File: src/core/ais_defs.vh
// Register addresses, field positions, reset values and select codes.
`ifndef AIS_DEFS_VH
`define AIS_DEFS_VH
`define AIS_PAGE_MAIN        4'h0
`define AIS_PAGE_CAL         4'hf
`define AIS_ADDR_INPUT_SEL   8'hbb
`define AIS_ADDR_OFFSET_LOW  8'h85
`define AIS_ADDR_OFFSET_HIGH 8'h86
`define AIS_ADDR_REF_CTRL    8'hd1
`define AIS_INPUT_SEL_RESET  5'h1f
`define AIS_REF_CTRL_RESET   8'h18
`define AIS_REF_CTRL_MASK    8'h3d
`define AIS_BIT_REF_OUT_EN   0
`define AIS_BIT_SENSOR_EN    2
`define AIS_BIT_REFSEL_LO    3
`define AIS_BIT_REFSEL_HI    4
`define AIS_BIT_GROUND_SEL   5
`define AIS_CODE_PORT2_BASE  5'h10
`define AIS_CODE_PORT2_LAST  5'h16
`define AIS_CODE_TEMP        5'h1b
`define AIS_CODE_BATTERY     5'h1c
`define AIS_CODE_DIGITAL     5'h1d
`define AIS_CODE_SUPPLY      5'h1e
`define AIS_CODE_GROUND      5'h1f
`define AIS_REF_EXT_PIN      2'h0
`define AIS_REF_SUPPLY       2'h1
`define AIS_REF_DIGITAL      2'h2
`define AIS_REF_HIGH_SPEED   2'h3
`endif

File: src/core/ais_source_decode.v
// Decoder from the positive-input code to one-hot analog switch enables.
`timescale 1ns/10ps
`default_nettype none
`include "ais_defs.vh"
module ais_source_decode (
  input  wire [4:0]  code,
  input  wire        port2_present,
  output reg  [22:0] pin_switch,
  output reg         temp_switch,
  output reg         battery_switch,
  output reg         digital_switch,
  output reg         supply_switch,
  output reg         ground_switch,
  output reg         reserved_code
);
  always @* begin
    pin_switch     = 23'h000000;
    temp_switch    = 1'b0;
    battery_switch = 1'b0;
    digital_switch = 1'b0;
    supply_switch  = 1'b0;
    ground_switch  = 1'b0;
    reserved_code  = 1'b0;
    if (code < `AIS_CODE_PORT2_BASE) begin
      pin_switch[code[3:0]] = 1'b1;
    end else if (code <= `AIS_CODE_PORT2_LAST) begin
      // Absent port 2 pins open every switch rather than float a bond pad.
      if (port2_present) begin
        pin_switch[code] = 1'b1;
      end
    end else if (code == `AIS_CODE_TEMP) begin
      temp_switch = 1'b1;
    end else if (code == `AIS_CODE_BATTERY) begin
      battery_switch = 1'b1;
    end else if (code == `AIS_CODE_DIGITAL) begin
      digital_switch = 1'b1;
    end else if (code == `AIS_CODE_SUPPLY) begin
      supply_switch = 1'b1;
    end else if (code == `AIS_CODE_GROUND) begin
      ground_switch = 1'b1;
    end else begin
      // Reserved codes leave every switch open; software must avoid them.
      reserved_code = 1'b1;
    end
  end
endmodule
`default_nettype wire

File: src/core/ais_input_ref_select.v
// Input and reference selection registers on the special-function bus.
// Function
// - Five-bit read/write input code at 0xBB, reset to all ones (ground).
// - Input register bits 7:5 read zero; writes there do nothing.
// - Codes from 10000 select port 2 pins 0-6 on larger packages.
// - Top codes pick sensor, battery, digital supply, main rail, ground.
// - Page 0xF address 0x86 reads offset bits 9:2, factory value.
// - Page 0xF address 0x85 reads offset bits 1:0 on top, rest zero.
// - Offset is raw result of a production measurement near 25 C.
// - Reference selector of four sources and a two-way ground selector.
// - Reference code 00 pin, 01 rail, 10 digital, 11 high-speed.
// - Ground select 0 chip ground, 1 analog ground pin.
// - Bit 2 of reference control enables the temperature sensor.
`timescale 1ns/10ps
`default_nettype none
`include "ais_defs.vh"
module ais_input_ref_select (
  input  wire        clk,
  input  wire        rst_n,
  input  wire [3:0]  sfr_page,
  input  wire [7:0]  sfr_addr,
  input  wire        sfr_wr,
  input  wire        sfr_rd,
  input  wire [7:0]  sfr_wdata,
  output reg  [7:0]  sfr_rdata,
  output wire        sfr_hit,
  input  wire [9:0]  factory_temp_offset,
  input  wire        port2_present,
  output wire [22:0] pin_switch,
  output wire        temp_switch,
  output wire        battery_switch,
  output wire        digital_switch,
  output wire        supply_switch,
  output wire        ground_switch,
  output wire        reserved_code,
  output wire [1:0]  reference_source_select,
  output wire        ground_source_select,
  output wire        sensor_enable_bit,
  output wire        ref_out_enable,
  output wire        conv_ground_chip
);
  reg  [4:0] positive_input_code_r;
  reg  [7:0] reference_control_r;
  reg  [9:0] offset_r;
  wire       sel_input;
  wire       sel_ref;
  wire       sel_off_lo;
  wire       sel_off_hi;
  reg  [7:0] rdata_nxt;

  assign sel_input  = (sfr_page == `AIS_PAGE_MAIN) &&
                      (sfr_addr == `AIS_ADDR_INPUT_SEL);
  assign sel_ref    = (sfr_page == `AIS_PAGE_MAIN) &&
                      (sfr_addr == `AIS_ADDR_REF_CTRL);
  assign sel_off_lo = (sfr_page == `AIS_PAGE_CAL) &&
                      (sfr_addr == `AIS_ADDR_OFFSET_LOW);
  assign sel_off_hi = (sfr_page == `AIS_PAGE_CAL) &&
                      (sfr_addr == `AIS_ADDR_OFFSET_HIGH);
  assign sfr_hit = sel_input | sel_ref | sel_off_lo | sel_off_hi;

  always @(posedge clk) begin
    if (!rst_n) begin
      positive_input_code_r <= `AIS_INPUT_SEL_RESET;
      reference_control_r   <= `AIS_REF_CTRL_RESET;
    end else if (sfr_wr) begin
      if (sel_input) begin
        positive_input_code_r <= sfr_wdata[4:0];
      end
      if (sel_ref) begin
        reference_control_r <= sfr_wdata & `AIS_REF_CTRL_MASK;
      end
    end
  end

  // The factory value is fused; it is resampled every cycle after reset release and
  // never written from the bus, so writes to both offset bytes are dropped.
  always @(posedge clk) begin
    if (!rst_n) begin
      offset_r <= 10'h000;
    end else begin
      offset_r <= factory_temp_offset;
    end
  end

  always @* begin
    rdata_nxt = 8'h00;
    if (sel_input) begin
      rdata_nxt = {3'h0, positive_input_code_r};
    end else if (sel_ref) begin
      rdata_nxt = reference_control_r;
    end else if (sel_off_hi) begin
      rdata_nxt = offset_r[9:2];
    end else if (sel_off_lo) begin
      rdata_nxt = {offset_r[1:0], 6'h00};
    end
  end

  always @(posedge clk) begin
    if (!rst_n) begin
      sfr_rdata <= 8'h00;
    end else if (sfr_rd) begin
      sfr_rdata <= rdata_nxt;
    end
  end

  assign reference_source_select =
    reference_control_r[`AIS_BIT_REFSEL_HI:`AIS_BIT_REFSEL_LO];
  assign ground_source_select =
    reference_control_r[`AIS_BIT_GROUND_SEL];
  assign sensor_enable_bit =
    reference_control_r[`AIS_BIT_SENSOR_EN];
  assign ref_out_enable = reference_control_r[`AIS_BIT_REF_OUT_EN];

  // Sensor sampling and the high-speed reference force chip ground.
  assign conv_ground_chip = !ground_source_select || temp_switch ||
    (reference_source_select == `AIS_REF_HIGH_SPEED);

  ais_source_decode u_decode (
    .code           (positive_input_code_r),
    .port2_present  (port2_present),
    .pin_switch     (pin_switch),
    .temp_switch    (temp_switch),
    .battery_switch (battery_switch),
    .digital_switch (digital_switch),
    .supply_switch  (supply_switch),
    .ground_switch  (ground_switch),
    .reserved_code  (reserved_code)
  );
endmodule
`default_nettype wire

File: config.mk
export PLATFORM = sky130hd
export DESIGN_NAME = ais_input_ref_select
export DESIGN_NICKNAME = d
export VERILOG_FILES = /design/src/core/ais_source_decode.v /design/src/core/ais_input_ref_select.v
export VERILOG_INCLUDE_DIRS = /design/src /design/src/core
export SDC_FILE = /design/constraint.sdc
export NUM_CORES = 1
export LEC_CHECK = 0
export BUFFER_PORTS_ARGS = -buffer_cell sky130_fd_sc_hd__buf_2
export CAP_MARGIN = 20
export CORE_ASPECT_RATIO = 1.75
export CORE_MARGIN = 3
export CORE_UTILIZATION = 45
export CTS_BUF_LIST = sky130_fd_sc_hd__clkbuf_2
export CTS_CLUSTER_DIAMETER = 100
export CTS_CLUSTER_SIZE = 14
export DETAILED_ROUTE_END_ITERATION = 10
export PLACE_DENSITY = 0.86
export SLEW_MARGIN = 20
export SYNTH_ARGS = -nofsm -noshare
export SYNTH_HDL_FRONTEND = slang
export SYNTH_SLANG_ARGS = --single-unit
File: constraint.sdc
create_clock -name clk -period 1.5 [get_ports clk]
set_input_delay 0.15 -clock clk [delete_from_list [all_inputs] [get_ports clk]]
set_output_delay 0.15 -clock clk [all_outputs]
set_load 0.005 [all_outputs]
==> flow_summary.toml <==
[outcome]
outcome = "finished with violations"
violations = "setup timing"

[logic_synthesis]
yosysMostFrequentCell = "nor2_1"
synth_largest_area_cell = "dfxtp_1"
synth_flop_cell = "dfxtp_1"
ys_top_cells_by_count = "nor2_1, dfxtp_1, nand2_1"
yosysWarnings = 0
syn-cell-area_mm2 = 0.00139
synth-seq-cells = 28
synth_edf_count = 0
synth_top_area_share_pct = 40.3
yosysUniqueCellTypes = 36
ys_seq_area_share_pct = 40.3
synth_area_per_cell_um2 = 8.37
async_flop_share_pct = 0
synth_nets = 201
syn_inst = 166
synthTopCellsByArea = "dfxtp_1, nor2_1, mux2i_1"

[global_routing]
antenna_found_initial = 0
grt_max_degree = 29
grt_pass1_vias = 1585
grt_use_total_pct = 25.9
grt.overflow.total = 0
grt_first_pass_wirelength_mm = 7.25

[layout]
multi_input_area_um2 = 911
drive_gt1_share_pct = 51.3
layout.cells.non_filler = 297
fill_cells = 189
final_cell_area_mm2 = 0.00224
syn_to_final_growth_pct = 60.8
regArea_um2 = 574
nets = 305
antenna-diode-count = 0
post-route-util_pct = 76.4

[die]
start_util_pct = 47.5
rows = 26
die_h_um = 79.5
core_area_mm2 = 0.00293
die_x_um = 48.0
ioPinCount = 79
die_area_mm2 = 0.00382

[setup_path]
cp.arrival_ns = 1.53
path_max_fanout = 4
r2r_start = "positive_input_code_r[2]$_SDFFE_PN1P_"
r2r_end = "positive_input_code_r[2]$_SDFFE_PN1P_"
cp-start-kind = "flip-flop"
path_class = "flip-flop to output port"
required_ns = 1.35
worst_r2r_path_depth = 5
reg2reg_slack_ns = 0.40
cp-end-kind = "output port"

[worst_hold_path]
hold_path_end = "positive_input_code_r[3]$_SDFFE_PN1P_"
worstHoldStart = "sfr_wdata[3]"
hold_class = "input port to flip-flop"
whs_path_depth = 3

[power]
switchingPower_uw = 278
p_total_mw = 1.19
cellPowerDensity_mw_per_mm2 = 531
power_leakage_nw = 1.10
pwr-share-clk_pct = 21.7
combPwrFrac_pct = 13.4
p_seq_share_pct = 64.9
sw_frac_of_total_pct = 23.4
cell_internal_pwr_uw = 909
ir_drop_v = 0.000589

[route]
vias = 1706
antenna_left = 0
drt-initial-drc-count = 77
detailroute.wirelength.met3_um = 406
top_layer = "met4"
wire_per_inst_um = 16.9
drtPass1Iterations = 4
wl_met2_mm = 2.62
routed_via_density = 5.74
drcViolationCount = 0
drt_wl_total_mm = 5.03
wl_met1_mm = 1.67

[timing]
worst_pin_slew_ns = 0.412
relSlewSlack_pct = 72.5
setup_viol = 25
fin_worst_skew_ns = 0.00312
slew_viol_final = 0
worst_slack_ns = -0.175
rsz0062_at_grt = "true"
min_period_over_period_pct = 112
final.setup.tns_ns = -2.54
hold_violations = 0
fmax_ghz = 0.597
period_needed_ns = 1.68

[flow_run]
cap_violations = 0

[clock_tree]
cts_inserted_buffers = 3
cts.sinks = 28
clockBufferDepth = 2
clock_latency_ns = 0.34
cts-htree-levels = 1
clockRootBuffer = "clkbuf_2"
cts_tree = "done"
clk_pin_slew_ns = 0.23

[placement]
place_hpwl_mm = 2.99
dp.cells = 267
placed_area_mm2 = 0.00182
port_buffers = 76
place_congestion = 0.764
-- kinds of logic after synthesis --
| logic type | share of synthesized area (%) |
|---|---|
| muxes | 7.20 |
| AOI/OAI and AO/OA | 12.5 |
| DFF | 40.3 |
| and+or+nand+nor | 36.7 |
| buffers and inverters | 3.24 |
-- metrics by stage --
step	hold WS, ns	setup slack, ns
floorplan	0.275	0.142
global placement	0.359	-0.0528
detailed placement	0.358	-0.101
CTS	0.00299	-0.103
global route	0.00777	-0.276
finish	0.0375	-0.175
-- state kept, by name, indices dropped and copies added, names as in the netlist --
register / cells
offset_r: 10
positive_input_code_r: 5
reference_control_r: 5
sfr_rdata: 8
-- power by group through the flow --
| stage | Combinational [mW] | Clock, mW | Sequential (mW) |
|---|---|---|---|
| 2_1_floorplan | 0.0608 | 0 | 0.789 |
| 3_3_place_gp | 0.128 | 0 | 0.790 |
| 3_5_place_dp | 0.130 | 0 | 0.790 |
| 4_1_cts | 0.151 | 0.263 | 0.770 |
| 5_1_grt | 0.177 | 0.307 | 0.774 |
| 6_report | 0.159 | 0.258 | 0.771 |
-- worst max-delay path: stages, from the launching register on --
cell,delay (ns)
dfxtp_4,0.43
nand2_2,0.08
or3_4,0.43
nor2_2,0.12
buf_2,0.13
-- metal layers --
metal	vias up	GRT usage, %
met5	-	0
met4	0	15.6
met2	117	43.9
li1	791	-
met1	762	25.8
met3	36	7.22
-- cell usage in the layout, fill, tap and decap left out, drive strengths merged --
master,count
and2,10
inv,2
nand2b,3
o211ai,1
a31oi,1
nor2,35
nand4,5
and3,1
or4b,1
clkbuf,3
a311oi,1
dlygate4sd3,12
clkinv,1
nor3b,1
a21oi,1
a211o,1
and4b,2
nor3,2
a221oi,4
o221ai,5
nor4b,2
nand3,4
a22o,2
o21ai,2
nand2,17
nor4,1
buf,97
o21a,1
a21boi,2
a31o,1
or3,2
dfxtp,28
mux2i,10
nor2b,5
or2,1
or3b,1
nand3b,1
-- cell type report --
type / instances / share of cell area (%)
Multi-Input combinational cell: 126 / 40.7
Tap cell: 28 / 1.57
Clock inverter: 1 / 0.168
Timing Repair Buffer: 109 / 30.8
Inverter: 2 / 0.336
Clock buffer: 3 / 0.672
Sequential cell: 28 / 25.7
-- worst max-delay path by stage --
stage | from | endpoint | slack [ns]
6_report | positive_input_code_r[4]$_SDFFE_PN1P_ | pin_switch[18] | -0.18
5_1_grt | positive_input_code_r[2]$_SDFFE_PN1P_ | pin_switch[3] | -0.28
4_1_cts | positive_input_code_r[4]$_SDFFE_PN1P_ | pin_switch[2] | -0.10
3_5_place_dp | sfr_addr[5] | sfr_rdata[1]$_SDFFE_PN0P_ | -0.10
3_3_place_gp | sfr_addr[5] | sfr_rdata[1]$_SDFFE_PN0P_ | -0.05
2_1_floorplan | sfr_addr[1] | reference_control_r[3]$_SDFFE_PN1P_ | 0.14
-- timing repair --
| action | 4_1_cts | 5_1_grt |
|---|---|---|
| resized for setup | 26 | 23 |
| hold buffers | 10 | 2 |
| buffers inserted | 12 | 2 |
| endpoints found under the hold margin | 10 | 2 |
| endpoints found under the setup margin | 28 | 31 |
| cloned | 0 | 0 |
| pin swaps | 12 | 10 |
No activity file was read; power rests on OpenSTA's default activity.
